==> config.mk <==
export PLATFORM = sky130hd
export DESIGN_NAME = svwr_top
export DESIGN_NICKNAME = d
export VERILOG_FILES = /design/src/rtl/svwr_pkg.sv /design/src/rtl/svwr_sync.sv /design/src/rtl/svwr_presc.sv /design/src/rtl/svwr_top.sv
export SDC_FILE = /design/constraint.sdc
export NUM_CORES = 1
export LEC_CHECK = 0
export BUFFER_PORTS_ARGS = -buffer_cell sky130_fd_sc_hd__buf_2
export CAP_MARGIN = 5
export CORE_UTILIZATION = 62
export CTS_CLUSTER_DIAMETER = 80
export DETAILED_ROUTE_END_ITERATION = 16
export PLACE_DENSITY = 0.84
export SLEW_MARGIN = 5
export SYNTH_ARGS = -nofsm -noshare
export SYNTH_HDL_FRONTEND = slang
export SYNTH_HIERARCHICAL = 1
export SYNTH_SLANG_ARGS = --single-unit
==> constraint.sdc <==
create_clock -name clk -period 4.1 [get_ports clk]
set_clock_uncertainty 0.2 [all_clocks]
set_input_delay 0.82 -clock clk [delete_from_list [all_inputs] [get_ports clk]]
set_output_delay 0.82 -clock clk [all_outputs]
set_load 0.01 [all_outputs]
==> src/rtl/svwr_pkg.sv <==
// Shared constants and types for the supervisor watchdog reset block.
// Assumes one 100 MHz clock and a classic Wishbone register bus.
// Behaviour
// - Reset holds 200 ms after recovery or watchdog.
// - Toggle stuck one level for period trips reset.
// - Toggle input decoded as high, low, floating.
// - Floating toggle input disables the watchdog.
// - Watchdog timer cleared while reset asserted.
// - Reset asserted on low supply or timeout.
// - Active-high reset is inverse of active-low.
// - Power-fail flag low when sense below reference.
// - Main supply selected when above backup or above threshold.
// - Dip during hold restarts full hold interval.
// - Watchdog restarts from zero after reset release.
// - Backup supply forces power-fail flag low.
`default_nettype none
package svwr_pkg;
   localparam int unsigned CLK_HZ        = 100_000_000;
   localparam int unsigned MS_PER_S      = 1000;
   // Hold and watchdog times in ms, as printed
   localparam int unsigned RESET_HOLD_MS = 200;
   localparam int unsigned WD_PERIOD_MS  = 1600;
   localparam int unsigned TOGGLE_MIN_NS = 50;
   // Prescaler terminal: one tick per millisecond
   localparam int unsigned MS_CYCLES     = CLK_HZ / MS_PER_S;
   localparam logic [16:0] PRESC_RST     = 17'(MS_CYCLES - 1);
   localparam logic [11:0] HOLD_RST      = 12'(RESET_HOLD_MS);
   localparam logic [11:0] WDP_RST       = 12'(WD_PERIOD_MS);

   // Wishbone byte offsets
   localparam logic [3:0] ADDR_STATUS  = 4'h0;
   localparam logic [3:0] ADDR_IRQ     = 4'h4;
   localparam logic [3:0] ADDR_MASK    = 4'h8;
   localparam logic [3:0] ADDR_TIMING  = 4'hc;

   // Status / interrupt bit positions
   localparam int unsigned BIT_LOWSUP  = 0;
   localparam int unsigned BIT_WDTRIP  = 1;
   localparam int unsigned BIT_PFAIL   = 2;
   localparam int unsigned BIT_BACKUP  = 3;
   localparam int unsigned NUM_EV      = 4;

   typedef enum logic [1:0] {
      SVWR_TGL_LOW   = 2'b00,
      SVWR_TGL_HIGH  = 2'b01,
      SVWR_TGL_FLOAT = 2'b10
   } svwr_tgl_t;

   typedef enum logic [1:0] {
      SVWR_RUN   = 2'b00,
      SVWR_LOW   = 2'b01,
      SVWR_HOLD  = 2'b10
   } svwr_state_t;

   typedef struct packed {
      logic below_thr;
      logic main_gt_backup;
      logic pf_below_ref;
   } svwr_cmp_t;
endpackage : svwr_pkg
`default_nettype wire

==> src/rtl/svwr_sync.sv <==
// Two-flop synchroniser bank for comparator and toggle levels.
// Assumes levels that change slowly against the clock.
`default_nettype none
module svwr_sync #(
   parameter int unsigned W = 1
) (
   input  wire logic         clk,
   input  wire logic         srst,
   input  wire logic [W-1:0] d,
   output var  logic [W-1:0] q
);
   logic [W-1:0] meta;

   always_ff @(posedge clk) begin
      if (srst) begin
         meta <= '0;
         q    <= '0;
      end else begin
         meta <= d;
         q    <= meta;
      end
   end
endmodule : svwr_sync
`default_nettype wire

==> src/rtl/svwr_presc.sv <==
// Millisecond tick prescaler with a loadable terminal count.
// Assumes the terminal comes from a software register.
`default_nettype none
module svwr_presc (
   input  wire logic        clk,
   input  wire logic        srst,
   input  wire logic [16:0] terminal,
   output var  logic        tick
);
   logic [16:0] cnt;

   always_ff @(posedge clk) begin
      if (srst) begin
         cnt  <= '0;
         tick <= 1'b0;
      end else if (cnt >= terminal) begin
         cnt  <= '0;
         tick <= 1'b1;
      end else begin
         cnt  <= cnt + 17'h00001;
         tick <= 1'b0;
      end
   end
endmodule : svwr_presc
`default_nettype wire

==> src/rtl/svwr_top.sv <==
// Supervisor: reset hold, three-level watchdog, power-fail, supply select.
// Assumes comparator results arrive as digital levels; toggle input
// arrives as a level plus a driven flag; Wishbone classic slave.
`default_nettype none
module svwr_top (
   input  wire logic        clk,
   input  wire logic        srst,
   input  wire logic        supply_below_thr,
   input  wire logic        main_gt_backup,
   input  wire logic        powerfail_sense_in,
   input  wire logic        watchdog_toggle_in,
   input  wire logic        watchdog_toggle_driven,
   output var  logic        reset_out_n,
   output var  logic        reset_out,
   output var  logic        powerfail_flag_out,
   output var  logic        switched_supply_out,
   output var  logic        irq,
   input  wire logic        wb_cyc_i,
   input  wire logic        wb_stb_i,
   input  wire logic        wb_we_i,
   input  wire logic [3:0]  wb_adr_i,
   input  wire logic [3:0]  wb_sel_i,
   input  wire logic [31:0] wb_dat_i,
   output var  logic [31:0] wb_dat_o,
   output var  logic        wb_ack_o
);
   svwr_pkg::svwr_cmp_t   cmp_raw;
   svwr_pkg::svwr_cmp_t   cmp;
   logic [1:0]            tgl_raw;
   logic [1:0]            tgl_s;
   svwr_pkg::svwr_tgl_t   tgl;
   svwr_pkg::svwr_tgl_t   tgl_prev;
   svwr_pkg::svwr_state_t state;
   svwr_pkg::svwr_state_t next_state;
   logic                  ms_tick;
   logic [16:0]           presc_term;
   logic [11:0]           hold_term;
   logic [11:0]           wd_term;
   logic [11:0]           hold_cnt;
   logic [11:0]           wd_cnt;
   logic                  wd_trip;
   logic                  backup_sel;
   logic                  pf_flag;
   logic [3:0]            ev_now;
   logic [3:0]            ev_prev;
   logic [3:0]            ev_rise;
   logic [3:0]            irq_stat;
   logic [3:0]            irq_mask;
   logic                  wb_req;
   logic                  wr_irq;
   logic                  wr_mask;
   logic                  wr_timing;
   logic [31:0]           rd_mux;
   logic [31:0]           status_word;

   assign cmp_raw.below_thr      = supply_below_thr;
   assign cmp_raw.main_gt_backup = main_gt_backup;
   assign cmp_raw.pf_below_ref   = ~powerfail_sense_in;
   assign tgl_raw = {watchdog_toggle_driven, watchdog_toggle_in};

   svwr_sync #(.W(3)) u_sync_cmp (
      .clk  (clk),
      .srst (srst),
      .d    (cmp_raw),
      .q    (cmp)
   );

   svwr_sync #(.W(2)) u_sync_tgl (
      .clk  (clk),
      .srst (srst),
      .d    (tgl_raw),
      .q    (tgl_s)
   );

   svwr_presc u_presc (
      .clk      (clk),
      .srst     (srst),
      .terminal (presc_term),
      .tick     (ms_tick)
   );

   assign tgl = !tgl_s[1] ? svwr_pkg::SVWR_TGL_FLOAT :
                tgl_s[0]  ? svwr_pkg::SVWR_TGL_HIGH :
                            svwr_pkg::SVWR_TGL_LOW;

   assign backup_sel = cmp.below_thr & ~cmp.main_gt_backup;

   assign wd_trip = (wd_cnt >= wd_term) & ms_tick;

   always_comb begin
      next_state = state;
      case (state)
         svwr_pkg::SVWR_LOW: begin
            if (!cmp.below_thr) next_state = svwr_pkg::SVWR_HOLD;
         end
         svwr_pkg::SVWR_HOLD: begin
            if (cmp.below_thr) next_state = svwr_pkg::SVWR_LOW;
            else if (ms_tick && hold_cnt >= hold_term - 12'h001)
               next_state = svwr_pkg::SVWR_RUN;
         end
         default: begin
            if (cmp.below_thr) next_state = svwr_pkg::SVWR_LOW;
            else if (wd_trip) next_state = svwr_pkg::SVWR_HOLD;
         end
      endcase
   end

   always_ff @(posedge clk) begin
      if (srst) state <= svwr_pkg::SVWR_LOW;
      else state <= next_state;
   end

   always_ff @(posedge clk) begin
      if (srst || state != svwr_pkg::SVWR_HOLD) hold_cnt <= '0;
      else if (ms_tick) hold_cnt <= hold_cnt + 12'h001;
   end

   always_ff @(posedge clk) begin
      if (srst) tgl_prev <= svwr_pkg::SVWR_TGL_FLOAT;
      else tgl_prev <= tgl;
   end

   always_ff @(posedge clk) begin
      if (srst || state != svwr_pkg::SVWR_RUN ||
          tgl == svwr_pkg::SVWR_TGL_FLOAT || tgl != tgl_prev)
         wd_cnt <= '0;
      else if (ms_tick && wd_cnt < wd_term)
         wd_cnt <= wd_cnt + 12'h001;
   end

   assign pf_flag = ~cmp.pf_below_ref & ~backup_sel;

   always_ff @(posedge clk) begin
      if (srst) begin
         reset_out_n         <= 1'b0;
         reset_out           <= 1'b1;
         powerfail_flag_out  <= 1'b0;
         switched_supply_out <= 1'b0;
      end else begin
         reset_out_n         <= next_state == svwr_pkg::SVWR_RUN;
         reset_out           <= next_state != svwr_pkg::SVWR_RUN;
         powerfail_flag_out  <= pf_flag;
         switched_supply_out <= backup_sel;
      end
   end

   // Interrupt events
   assign ev_now = {backup_sel, ~pf_flag, 1'b0, cmp.below_thr};
   assign ev_rise = (ev_now & ~ev_prev) |
                    (wd_trip && state == svwr_pkg::SVWR_RUN ? 4'h2 : 4'h0);

   // Wishbone decode
   assign wb_req    = wb_cyc_i & wb_stb_i & ~wb_ack_o;
   assign wr_irq    = wb_req & wb_we_i & wb_sel_i[0] &
                      (wb_adr_i == svwr_pkg::ADDR_IRQ);
   assign wr_mask   = wb_req & wb_we_i & wb_sel_i[0] &
                      (wb_adr_i == svwr_pkg::ADDR_MASK);
   assign wr_timing = wb_req & wb_we_i & (wb_adr_i == svwr_pkg::ADDR_TIMING);
   assign status_word = {26'h0, state, ev_now};

   always_comb begin
      if (wb_adr_i == svwr_pkg::ADDR_STATUS) rd_mux = status_word;
      else if (wb_adr_i == svwr_pkg::ADDR_IRQ) rd_mux = {28'h0, irq_stat};
      else if (wb_adr_i == svwr_pkg::ADDR_MASK) rd_mux = {28'h0, irq_mask};
      else if (wb_adr_i == svwr_pkg::ADDR_TIMING)
         rd_mux = {3'h0, presc_term, hold_term[11:0]};
      else rd_mux = 32'h0;
   end

   always_ff @(posedge clk) begin
      if (srst) begin
         ev_prev  <= '0;
         irq_stat <= '0;
         irq_mask <= '0;
         irq      <= 1'b0;
      end else begin
         ev_prev  <= ev_now;
         // Set wins over write-one clear
         irq_stat <= (irq_stat & ~(wr_irq ? wb_dat_i[3:0] : 4'h0)) | ev_rise;
         if (wr_mask) irq_mask <= wb_dat_i[3:0];
         irq      <= |(irq_stat & irq_mask);
      end
   end

   always_ff @(posedge clk) begin
      if (srst) begin
         presc_term <= svwr_pkg::PRESC_RST;
         hold_term  <= svwr_pkg::HOLD_RST;
         wd_term    <= svwr_pkg::WDP_RST;
      end else if (wr_timing) begin
         if (wb_sel_i[1] && wb_sel_i[0]) hold_term <= wb_dat_i[11:0];
         if (wb_sel_i[3] && wb_sel_i[2]) presc_term <= wb_dat_i[28:12];
      end else if (wb_req && wb_we_i && wb_adr_i == svwr_pkg::ADDR_STATUS &&
                   wb_sel_i[1] && wb_sel_i[0]) begin
         wd_term <= wb_dat_i[11:0];
      end
   end

   always_ff @(posedge clk) begin
      if (srst) begin
         wb_ack_o <= 1'b0;
         wb_dat_o <= '0;
      end else begin
         wb_ack_o <= wb_req;
         wb_dat_o <= wb_req ? rd_mux : 32'h0;
      end
   end
endmodule : svwr_top
`default_nettype wire

# --- After elaboration in Yosys (flattened, before gate mapping) ---
# Cells that the tools add are included.
totals:
  out_inout_bits: 38
  in_bits: 50
  ff_bits: 147
  wordCells: 111
op_classes:
  mux: 15
  n_eq_ne: 8
  n_reduce_logical: 27
  n_addsub: 4
  n_lt_le_gt_ge: 4
  bitwise: 26
op_table:
  columns: ["cell", "count"]
  rows:
  - ["adder 12 x 1 -> 12 bit, second input constant", 2]
  - [">= comparator 12 bit", 2]
  - ["2-to-1 mux 6 bit", 4]
  - ["adder 17 x 1 -> 17 bit, second input constant", 1]
  - [">= comparator 17 bit", 1]
  - ["2-to-1 mux 2 bit", 7]
  - ["AND 4 bit", 3]
  - ["< comparator 12 bit", 1]
  - ["subtractor 12 x 1 -> 12 bit, second input constant", 1]
  - ["AND 1 bit", 10]
  - ["logical AND 1 bit", 9]
  - ["NOT 1 bit", 9]
  - ["== test 4 bit, second input constant", 2]
  - ["NOT 4 bit", 2]
  - ["AND reduction 2 bit", 3]
  - ["OR reduction 6 bit", 1]
  - ["OR reduction 5 bit", 1]
  - ["== test 2 bit, second input constant", 2]
  - ["== test 4 x 3 -> 1 bit, second input constant", 1]
  - ["zero test 2 bit", 2]
  - ["zero test 4 bit", 1]
  - ["logical OR 1 bit", 4]
  - ["2-to-1 mux 4 bit", 1]
  - ["bitwise OR 4 x 2 -> 4 bit", 1]
  - ["10 further kinds", 13]

# --- Depth between registers and ports, before layout ---
# Gate-level depths: netlist of run 1.
logic_depth:
  ltp_word: 9
  depth_mapped: 12
  mapped_depth_nobuf: 12

# --- Hierarchy ---
# Netlist of run 1, hierarchy kept.
modules_own_cells:
  columns: ["module", "seq_area_each_um2", "cells_each", "area_per_inst_um2", "instances"]
  rows:
  - ["svwr_top", 2282.2, 570, 5013.6, 1]
  - ["svwr_presc", 360.3, 143, 1161.1, 1]
  - ["svwr_sync (u_sync_cmp)", 120.1, 12, 157.7, 1]
  - ["svwr_sync (u_sync_tgl)", 80.1, 8, 105.1, 1]

# --- Worst setup path after synthesis of run 1 ---
# No wires, ideal clock.
synth_timing:
  path_type: "flip-flop to flip-flop"
  start: "register hold_term[6]"
  end: "register reset_out_n"
  slack_ns: 1.374
  stages_incl_launch_ff: 11
  path_buffers: 0
  setup_ns: 0.122
  arrival_time_ns: 2.404
  period_less_slack_ns: 2.726
  cell_sequence: "dfxtp_1 -> or4_1 -> nor3_1 -> xnor2_1 -> ha_1 -> nand4_1 -> o21ai_0 -> o31ai_1 -> o31ai_1 -> nor2b_1 -> o32a_1"
synth_via:
  elab_chain_cells: 7
synth_rtl:
  columns: ["item", "line_no", "source"]
  rows:
  - ["start, declared", "svwr_top.sv:37", "logic [11:0] hold_term;"]
  - ["start signal, assigned", "svwr_top.sv:188", "hold_term <= svwr_pkg::HOLD_RST;"]
  - ["start signal, assigned", "svwr_top.sv:191", "if (wb_sel_i[1] && wb_sel_i[0]) hold_term <= wb_dat_i[11:0];"]
  - ["subtractor 12 x 1 -> 12 bit", "svwr_top.sv:98", "else if (ms_tick && hold_cnt >= hold_term - 12'h001)"]
  - [">= comparator 12 bit", "svwr_top.sv:98", null]
  - ["logical AND 1 bit", "svwr_top.sv:98", null]
  - ["2-to-1 mux 2 bit", "svwr_top.sv:98", null]
  - ["2-to-1 mux 2 bit", "svwr_top.sv:97", "if (cmp.below_thr) next_state = svwr_pkg::SVWR_LOW;"]
  - ["case mux 2 bit (2 select lines)", "svwr_top.sv:92", "case (state)"]
  - ["zero test 2 bit", "svwr_top.sv:140", "reset_out_n <= next_state == svwr_pkg::SVWR_RUN;"]
  - ["end signal, assigned", "svwr_top.sv:140", null]
  - ["end, declared", "svwr_top.sv:13", "output var logic reset_out_n,"]
# Every way passes these cells.
# A chain may end at the register's enable or synchronous reset.

# --- Worst setup path after layout of run 1 ---
layout_timing:
  start: "register hold_term[2]"
  end: "register reset_out_n"
# Same word-level chain as after synthesis.

==> results of run 1 <==
-- critical path, delay by kind of cell, from the launching register on --
family                   cells  cell delay, ns
flip-flops                   1            0.37
AND/OR/NAND/NOR              7            1.70
AO/OA/AOI/OAI                2            0.57
XOR/XNOR                     1            0.16
adder cells (fa/ha/maj)      1            0.33
-- path summary, 6_finish.rpt --
check	from	to	slack [ns]	cells after the start
worst min register to register	u_sync_tgl/q[1]$_SDFF_PP0_	tgl_prev[1]$_SDFF_PP1_	0.23	1
worst min-delay path	u_sync_tgl/q[1]$_SDFF_PP0_	tgl_prev[1]$_SDFF_PP1_	0.23	1
worst max-delay path	hold_term[2]$_SDFFE_PP0P_	reset_out_n$_SDFF_PP0_	0.72	11
worst max register to register	hold_term[2]$_SDFFE_PP0P_	reset_out_n$_SDFF_PP0_	0.72	11
-- routing by layer --
layer | GRT usage [%] | routed length (um) | up-vias | part of all wire (%)
met2 | 49.7 | 7370 | 165 | 49
li1 | - | - | 2652 | -
met5 | 0 | 0 | - | 0
met1 | 34.6 | 6420 | 2583 | 43
met4 | 13.2 | 478 | 0 | 3.2
met3 | 7.08 | 697 | 43 | 4.7
-- cell families (layout without fill, tap and decap cells) --
logic type,count (synthesis),in the layout,synth area share [%]
XOR/XNOR,39,39,5.31
AND/OR/NAND/NOR,319,319,24.3
multiplexers,18,18,3.21
buffers and inverters,75,162,4.96
adder cells (fa/ha/maj),48,48,9.33
flip-flops,142,142,44.2
other,1,3,0.0583
AO/OA/AOI/OAI,91,91,8.71
-- synthesized netlist by cell type (5+ instances only) --
cell type	instances	area (um2)
sky130_fd_sc_hd__inv_1	44	165
sky130_fd_sc_hd__clkbuf_1	19	71.3
sky130_fd_sc_hd__nand3_1	15	75.1
sky130_fd_sc_hd__dfxtp_1	142	2840
sky130_fd_sc_hd__nor4_1	5	31.3
sky130_fd_sc_hd__o21ai_0	8	40.0
sky130_fd_sc_hd__nand4_1	11	68.8
sky130_fd_sc_hd__o31ai_1	6	45.0
sky130_fd_sc_hd__or4_1	5	37.5
sky130_fd_sc_hd__and3_1	35	219
sky130_fd_sc_hd__nand3b_1	15	113
sky130_fd_sc_hd__nor2_1	78	293
sky130_fd_sc_hd__xnor2_1	17	149
sky130_fd_sc_hd__ha_1	48	601
sky130_fd_sc_hd__xor2_1	22	193
sky130_fd_sc_hd__nor3_1	11	55.1
sky130_fd_sc_hd__nand2_1	103	387
sky130_fd_sc_hd__or3_1	7	43.8
sky130_fd_sc_hd__nor2b_1	16	100
sky130_fd_sc_hd__mux2i_1	15	150
sky130_fd_sc_hd__a21oi_1	47	235
-- stage by stage --
step	power, mW	worst slack (ns)	area (um2)	cells
6_report	3.10	0.717	7440	955
3_3_place_gp	1.71	1.01	6900	923
4_1_cts	3.10	0.755	7440	955
3_5_place_dp	1.72	0.876	6900	923
2_1_floorplan	1.64	1.37	6440	735
5_1_grt	3.20	0.523	7440	955
-- report_power, final --
part	total [mW]	leakage [nW]	internal, mW	switching, mW
clock network	1.40	0.262	0.827	0.570
logic	0.262	1.97	0.112	0.150
registers	1.44	1.15	1.41	0.0256
-- state kept, by name (all words and copies together), names as in the netlist, 3 cells and up --
name             count
u_presc/cnt         17
u_sync_cmp/q         3
irq_mask             4
u_sync_cmp/meta      3
wb_dat_o            29
hold_cnt            12
presc_term          17
wd_cnt              12
irq_stat             4
wd_term             12
hold_term           12
-- final cells by class --
cell class | instances | area (um2) | share of cell area [%]
Sequential cell | 142 | 2840 | 38.2
Multi-Input combinational cell | 518 | 3280 | 44.1
Clock buffer | 20 | 445 | 5.99
Tap cell | 133 | 166 | 2.24
Clock inverter | 12 | 95.1 | 1.28
Inverter | 44 | 165 | 2.22
Timing Repair Buffer | 86 | 443 | 5.95
-- placed cells by master (no fill, tap or decap), types with 5 or more instances in the layout --
cell type / netlist / routed
sky130_fd_sc_hd__or3_1: 7 / 7
sky130_fd_sc_hd__nand3b_1: 15 / 15
sky130_fd_sc_hd__or4_1: 5 / 5
sky130_fd_sc_hd__a21oi_1: 47 / 47
sky130_fd_sc_hd__mux2i_1: 15 / 15
sky130_fd_sc_hd__nand4_1: 11 / 11
sky130_fd_sc_hd__clkinv_2: 0 / 7
sky130_fd_sc_hd__and3_1: 35 / 35
sky130_fd_sc_hd__clkbuf_16: 0 / 16
sky130_fd_sc_hd__nand2_1: 103 / 103
sky130_fd_sc_hd__nor3_1: 11 / 11
sky130_fd_sc_hd__nor2b_1: 16 / 16
sky130_fd_sc_hd__nor2_1: 78 / 78
sky130_fd_sc_hd__dfxtp_1: 142 / 142
sky130_fd_sc_hd__xnor2_1: 17 / 17
sky130_fd_sc_hd__buf_4: 4 / 5
sky130_fd_sc_hd__xor2_1: 22 / 22
sky130_fd_sc_hd__o21ai_0: 8 / 8
sky130_fd_sc_hd__o31ai_1: 6 / 6
sky130_fd_sc_hd__buf_2: 3 / 81
sky130_fd_sc_hd__nor4_1: 5 / 5
sky130_fd_sc_hd__inv_1: 44 / 44
sky130_fd_sc_hd__nand3_1: 15 / 15
sky130_fd_sc_hd__ha_1: 48 / 48
==> results.txt, run 1 <==
The flow ran to the end, and the final reports show no timing, DRC or antenna violations. After synthesis, the share of flip-flops with an asynchronous set or reset is 0%. The count of different cell masters after synthesis came out at 58. In the synthesized netlist the dominant register cell turns out to be sky130_fd_sc_hd__dfxtp_1.

The critical-path maximum fanout is 6. The period utilization came out at 82.5%. The transition time at the pin with the least slew margin is 0.793 ns. The number of nets still failing antenna checks after routing came out at 0.

The headroom to the max-slew limit is 46.6%. Averaged over all synthesized cells, the footprint is 8.78 um2. The tightest min-delay check is of the reg -> reg type. The core region is 0.00991 mm2. The maximum VDD drop came out at ~270 uV.

For this block, the routed nets add up to 15,000 um of wire. For this configuration, the core starts out at a cell density of between 60% and 70%. The number of flops mapped to enable cells by yosys is 0.

The required time at the endpoint of the critical path came out at 4.37 ns. The die area came out at 0.0108 mm2. TritonCTS built the clock tree. The clock root buffer is sky130_fd_sc_hd__clkbuf_8. On the final layout, the worst hold slack is 0.228 ns. The clock tree synthesis step divided the H-tree into 4 levels.

STA classifies the critical path startpoint as a register. The master of the slowest instance on the critical path is sky130_fd_sc_hd__nor3b_1. The number of antenna violations at the first check in global routing came out at 0. The number of top-level pins is 88.

The die outline width is 104 um. Sequential cells were found to cover ~44% of the synthesized design area. Yosys printed 6 warnings. Dividing total power by cell area gives a power density of 416 mW/mm2. The number of standard cells after synthesis is 733. The half-perimeter wire length after detailed placement is 10,700 um.

The routed layout has 5,443 vias. Data on the critical path arrives at its endpoint at 3.65 ns. The post-CTS resize count is 0. The category of the critical setup timing path is reg -> reg. The number of setup buffers added after CTS is 0.

The average wire length per cell after detail routing is ~16 um. Walking the worst path, the cells encountered are nor4_1, nand2_1, nor4_1, xnor2_1, ha_1, nand4_1, nor2_1, nand4_1, o31ai_1, nor3b_1, o32a_1. The clock latency reported for the late side of the worst-skew pair came out at approximately 0.53 ns.

The number of buffers added on ports is 81. The leakage component of the power is between 3 and 4 nW. For the final routed database, the setup TNS stands at 0 ns. The via count of the first global-routing pass is 5,311. The post-synthesis cell area came out at 0.00644 mm2. The number of clock sinks seen by CTS came out at 142. The hold violation count in the final report is 0. The total of endpoints with negative setup slack in the final report is 0. The leftover overflow at the end of global routing came out at 0. The share of final-layout standard cells stronger than drive strength 1 is 14.8%.

The maximum clock frequency is roughly 0.30 GHz. After detailed routing, the number of remaining DRC violations is 0. The stage delay of the slowest cell on the critical path is 0.44 ns. After clock tree synthesis, the clock-pin slew on the worst setup and hold paths is 0.06 ns. Setup repair after global routing left no endpoint under its margin.

The number of max-slew violations in the final report is 0. The first-iteration detailed-routing DRC count came out at 347. The number of buffers on the longest clock path came out at 2. The maximum number of pins on one net before global-route repair came out at 40. The TritonCTS buffer count is 17. The count of state elements after synthesis is 142. The first detailed-routing pass ran for 5 iterations. The wire length of the first global-routing pass came out at 25,000 um. The net count reported at finish came out at around 910. The ratio of routed vias to standard cells is 5.70.

Compared with the post-synthesis result, the final layout area differs by 15.6%. 0 antenna diodes ended up in the layout. The count of hold-fix buffers inserted at cts is 0. STA classifies the critical path endpoint as a register.

The vertical extent of the die is about 100 um. The placer's final routability congestion estimate is just under 0.9. The post-route core utilization is between 70% and 80%.

The number of maximum-capacitance constraint violations came out at 0. The number of fill cells came out at 725. The floorplan has 36 rows.

The worst path in the final design needs a cycle of 3.38 ns, including I/O delays and setup. The global-route total usage across every layer came out at 29.1%.
No activity file was read; power rests on OpenSTA's default activity.
==> run 2: changes to the inputs <==
--- a/config.mk
+++ b/config.mk
@@ -5,12 +5,13 @@
 export SDC_FILE = /design/constraint.sdc
 export NUM_CORES = 1
 export LEC_CHECK = 0
+export ABC_AREA = 1
 export BUFFER_PORTS_ARGS = -buffer_cell sky130_fd_sc_hd__buf_2
 export CAP_MARGIN = 5
-export CORE_UTILIZATION = 62
+export CORE_UTILIZATION = 52
 export CTS_CLUSTER_DIAMETER = 80
 export DETAILED_ROUTE_END_ITERATION = 16
-export PLACE_DENSITY = 0.84
+export PLACE_DENSITY = 0.75
 export SLEW_MARGIN = 5
 export SYNTH_ARGS = -nofsm -noshare
 export SYNTH_HDL_FRONTEND = slang
==> constraint.sdc (replaced) <==
create_clock -name clk -period 3.1 [get_ports clk]
set_clock_uncertainty 0.2 [all_clocks]
set_input_delay 0.62 -clock clk [delete_from_list [all_inputs] [get_ports clk]]
set_output_delay 0.62 -clock clk [all_outputs]
set_load 0.01 [all_outputs]
==> results.txt, run 2 <==
The period utilization was 89.4% (+6.9 points). The worst setup timing slack at the placement stage came out at 0.240 ns (-0.635 ns). The average wire length per cell after detail routing came out at 12.4 um (-21%). The capturing point of the worst reg2reg path is reset_out_n$_SDFF_PP0_. The top-area cell type share of the netlist area was 41.6% (-2.5 points). The switching power came out at 0.967 mW (+30%). The first-iteration detailed-routing DRC count is 271 (-22%). The capturing element type of the critical path is a register.

The leftover overflow at the end of global routing is 0 (unchanged). The register with the most flip-flops is wb_dat_o. The hold violation count in the final report is 0 (unchanged). The ratio of routed vias to standard cells came out at 4.88 (-14%).

The register clock-pin slew on the reported worst setup and hold paths is 0.06 ns (about the same). The worst hold-check slack came out at 0.195 ns (-0.0329 ns). The async set-or-reset flop fraction in the synthesized netlist was 0% (unchanged). The number of flops mapped to enable cells by yosys is 0 (unchanged).

The largest registers in the layout are wb_dat_o x29, presc_term x17, u_presc/cnt x17. The start point of the critical path is hold_term[2]$_SDFFE_PP0P_. The number of cells traversed by the worst hold path came out at 3 (+2). The portion of the post-synthesis area used by sequential elements came to 41.6% (-2.5 points).

The initial core utilization is 53.7% (-11 points). The nature of the critical path startpoint is a register. The half-perimeter wire length after detailed placement came out at 10,600 um (-1.6%). The global-route total usage across every layer came out at 23.2% (-6.0 points). In the layout the commonest cells are 159 x sky130_fd_sc_hd__inv_1, 157 x sky130_fd_sc_hd__nand2_1, 141 x sky130_fd_sc_hd__dfxtp_1, 104 x sky130_fd_sc_hd__nor2_1, 81 x sky130_fd_sc_hd__buf_2. The share of total power in the clock network was 47.3% (+2.2 points). The transition time at the pin with the least slew margin is 0.571 ns (-0.222 ns).

The maximum VDD drop came out at 353 uV (+32%). The number of flip-flops in the largest register is 29 (unchanged). The number of top-level pins is 88 (unchanged).

TritonCTS built the clock tree. The most used flip-flop cell after synthesis is sky130_fd_sc_hd__dfxtp_1. The share of final-layout standard cells stronger than drive strength 1 came out at 17.7% (+2.8 points). The total of endpoints with negative setup slack in the final report came to 0 (unchanged). The wire length of the first global-routing pass is 24,000 um (-4.0%). The post-detailed-routing wire length was 14,400 um (-3.6%). The number of max-slew violations in the final report is 0 (unchanged). The required time at the endpoint of the critical path is 3.20 ns (-1.17 ns).

The count of hold-fix buffers inserted at cts came to 0 (unchanged). The number of nets still failing antenna checks after routing came out at 0 (unchanged). The number of buffers on the longest clock path came out at 2 (unchanged). The final setup slack of the worst path is 0.327 ns (-0.389 ns). The post-synthesis cell area came out at 0.00683 mm2 (+6.0%).

The number of clock sinks seen by CTS was 142 (unchanged). The most numerous cell type found on the critical path is sky130_fd_sc_hd__nand2_1. The sequential fraction of design power is 45.8% (-0.6 points).

The count of H-tree levels built during CTS came out at 4 (unchanged). The slack of the worst reg-to-reg path is 0.33 ns (-0.39 ns). The power per cell area came out at 518 mW/mm2 (+25%).

In the post-synthesis netlist, the biggest area contributors are sky130_fd_sc_hd__dfxtp_1 42%, sky130_fd_sc_hd__ha_1 8.8%, sky130_fd_sc_hd__inv_1 8.8%. The row count is 41 (+14%). The area growth from synthesis to layout is 16.7%.

The synthesized design spends more area on one cell type than any other, namely sky130_fd_sc_hd__dfxtp_1. The startpoint of the tightest hold check path is watchdog_toggle_driven. The residual DRC count is 0 (unchanged). The antenna diode count is 0 (unchanged). The signal on the critical path passes through nor2_1, nand2_1, inv_1, nand3_1, nor3_2, nand3_1, xor2_1, inv_1, ha_1, nand2_1, inv_1, nand2_1, nand2_1, a21oi_1, nand2_2, nand2_1, nand2_1, nand3_1, nand2_2, nand2_1, nor2_1. The root buffer cell chosen for the clock tree is sky130_fd_sc_hd__clkbuf_16.

The number of maximum-capacitance constraint violations is 0 (unchanged). The vertical extent of the die came out at 117 um (+12%). The maximum clock frequency was 0.361 GHz (+22%). The number of fill cells is 1,169 (+61%). The via count of the first global-routing pass is 5,230 (-1.5%).

The run finished with clean final reports. The count of state elements after synthesis came out at 142 (unchanged). The critical-path maximum fanout came out at 5 (-1).

The total via count after detailed routing is 5,692 (+4.6%). The number of warnings printed during yosys synthesis came out at 6 (unchanged). The die area is 0.0136 mm2 (+26%). Leaving out fill and tap cells, the most frequent cell in the layout is sky130_fd_sc_hd__inv_1.

The number of antenna violations at the first check in global routing came to 0 (unchanged). The stage delay of the slowest cell on the critical path is 0.35 ns (-0.09 ns). The count of different cell masters after synthesis is 42 (-28%). The worst register-to-register path begins at hold_term[2]$_SDFFE_PP0P_. The arrival time reported for the critical path endpoint was 2.87 ns (-0.78 ns). The leakage component of the power came out at 3.68 nW (+8.8%). The number of search-and-repair iterations in the first detailed-routing pass is 5 (unchanged).

The headroom to the max-slew limit is 61.8% (+15 points). The number of standard cells after synthesis came to 894 (+22%). The placer's final routability congestion estimate is 0.844 (-5.2%). The path class of the tightest hold or removal check is in -> reg.

The final critical path time including I/O delays and setup is 2.77 ns (-0.611 ns). The worst hold path terminates at u_sync_tgl/meta[1]$_SDFF_PP0_. Ranked by instance count, the synthesized netlist is headed by 160 x sky130_fd_sc_hd__inv_1, 159 x sky130_fd_sc_hd__nand2_1, 142 x sky130_fd_sc_hd__dfxtp_1.

The mean area per synthesized cell is 7.64 um2 (-13%). The number of buffers added on ports came out at 81 (unchanged). The net count reported at finish was 1,080 (+19%). In the post-synthesis netlist, the cell with the most instances is sky130_fd_sc_hd__inv_1.

The internal power consumption is 3.16 mW (+34%). The clock latency reported for the late side of the worst-skew pair came to 0.42 ns (-0.11 ns). The cell depth of the worst flop-to-flop path was 21 (+10). The share of power burned in combinational logic is 6.9% (-1.6 points).

The TritonCTS buffer count is 17 (unchanged). Among all stages on the critical path, the largest delay is contributed by sky130_fd_sc_hd__dfxtp_2. The setup path with the least slack is of type reg -> reg. The area of the core region came out at 0.0127 mm2 (+28%). The maximum number of pins on one net before global-route repair came out at 39 (-2.5%). The die outline width is 117 um (+12%). The switching part of the total power was 23.4% (-0.64 points).
==> run 2: cell count changes in the layout (fill, tap and decap cells not counted), moves of 11 or more <==
| cell | change |
|---|---|
| sky130_fd_sc_hd__nand3_1 | +17 |
| sky130_fd_sc_hd__nor2_1 | +26 |
| sky130_fd_sc_hd__inv_1 | +115 |
| sky130_fd_sc_hd__nand2_1 | +54 |
| sky130_fd_sc_hd__nor2b_1 | -16 |
| sky130_fd_sc_hd__o21ai_0 | +19 |
| sky130_fd_sc_hd__xnor2_1 | -11 |
| sky130_fd_sc_hd__and3_1 | -33 |
| sky130_fd_sc_hd__mux2i_1 | -15 |
| sky130_fd_sc_hd__nand3b_1 | -15 |
| sky130_fd_sc_hd__nor2_2 | +16 |
| sky130_fd_sc_hd__o211ai_1 | +15 |
==> run 2: cell families (layout without fill, tap and decap cells) <==
kind of cell	count (synthesis)	in the layout	synth area share, %
AO/OA/AOI/OAI	132	132	12.0
XOR/XNOR	26	26	3.34
adder cells (fa/ha/maj)	48	48	8.80
buffers and inverters	187	286	11.1
flip-flops	142	142	41.6
other	1	3	0.0549
AND/OR/NAND/NOR	358	358	23.1
==> run 2: metrics by stage <==
stage | cells | power (mW) | cell area (um2) | util, % | TNS, ns
floorplan | 896 | 2.11 | 6830 | - | 0
global placement | 1134 | 2.20 | 7370 | 57.9 | 0
detailed placement | 1134 | 2.21 | 7370 | 57.9 | 0
CTS | 1166 | 4.15 | 7940 | 62.4 | 0
global route | 1167 | 4.30 | 7960 | 62.6 | -0.00557
finish | 1167 | 4.13 | 7960 | 62.6 | 0
==> run 2: how the worst max path moves through the flow <==
| stage | to | cells past startpoint | slack, ns |
|---|---|---|---|
| after floorplan | reset_out$_SDFF_PP1_ | 20 | 0.60 |
| after global placement | reset_out$_SDFF_PP1_ | 20 | 0.30 |
| after detailed placement | reset_out_n$_SDFF_PP0_ | 21 | 0.24 |
| after CTS | reset_out_n$_SDFF_PP0_ | 21 | 0.20 |
| after global routing | reset_out_n$_SDFF_PP0_ | 21 | -0.006 |
| final | reset_out_n$_SDFF_PP0_ | 21 | 0.33 |
==> run 2: power groups by stage <==
| stage | Sequential [mW] | Clock [mW] | Combinational (mW) |
|---|---|---|---|
| final | 1.89 | 1.95 | 0.287 |
| after global routing | 1.89 | 2.08 | 0.328 |
| after CTS | 1.89 | 1.98 | 0.282 |
| after detailed placement | 1.93 | 0 | 0.280 |
| after global placement | 1.93 | 0 | 0.275 |
| after floorplan | 1.93 | 0 | 0.182 |
==> run 2: cell type report <==
type                       instances  area (um2)  share of cell area, %
clock buffer                      23         488                   6.13
clock inverter                     9        85.1                   1.07
inverter                         166         623                   7.82
multi-input combinational        567        3250                   40.8
sequential                       142        2840                   35.7
tap                              172         215                   2.70
timing repair buffer              88         458                   5.75
==> run 2: routing by layer <==
| layer | GRT usage, % | wire length [um] |
|---|---|---|
| met1 | 29.5 | 6860 |
| met2 | 38.3 | 6660 |
| met3 | 5.81 | 704 |
| met4 | 7.85 | 193 |
| met5 | 0 | 0 |
==> run 2: worst max-delay path, delay by kind of cell, from the launching register on <==
kind,cells,cell delay [ns]
AND/OR/NAND/NOR,15,1.33
flip-flops,1,0.35
adder cells (fa/ha/maj),1,0.29
buffers and inverters,3,0.19
XOR/XNOR,1,0.16
AO/OA/AOI/OAI,1,0.14
==> run 2: what timing repair did <==
| action | CTS | global route |
|---|---|---|
| setup buffers | 0 | 1 |
| endpoints found under the setup margin | 0 | 4 |
| gates resized for setup | 0 | 7 |
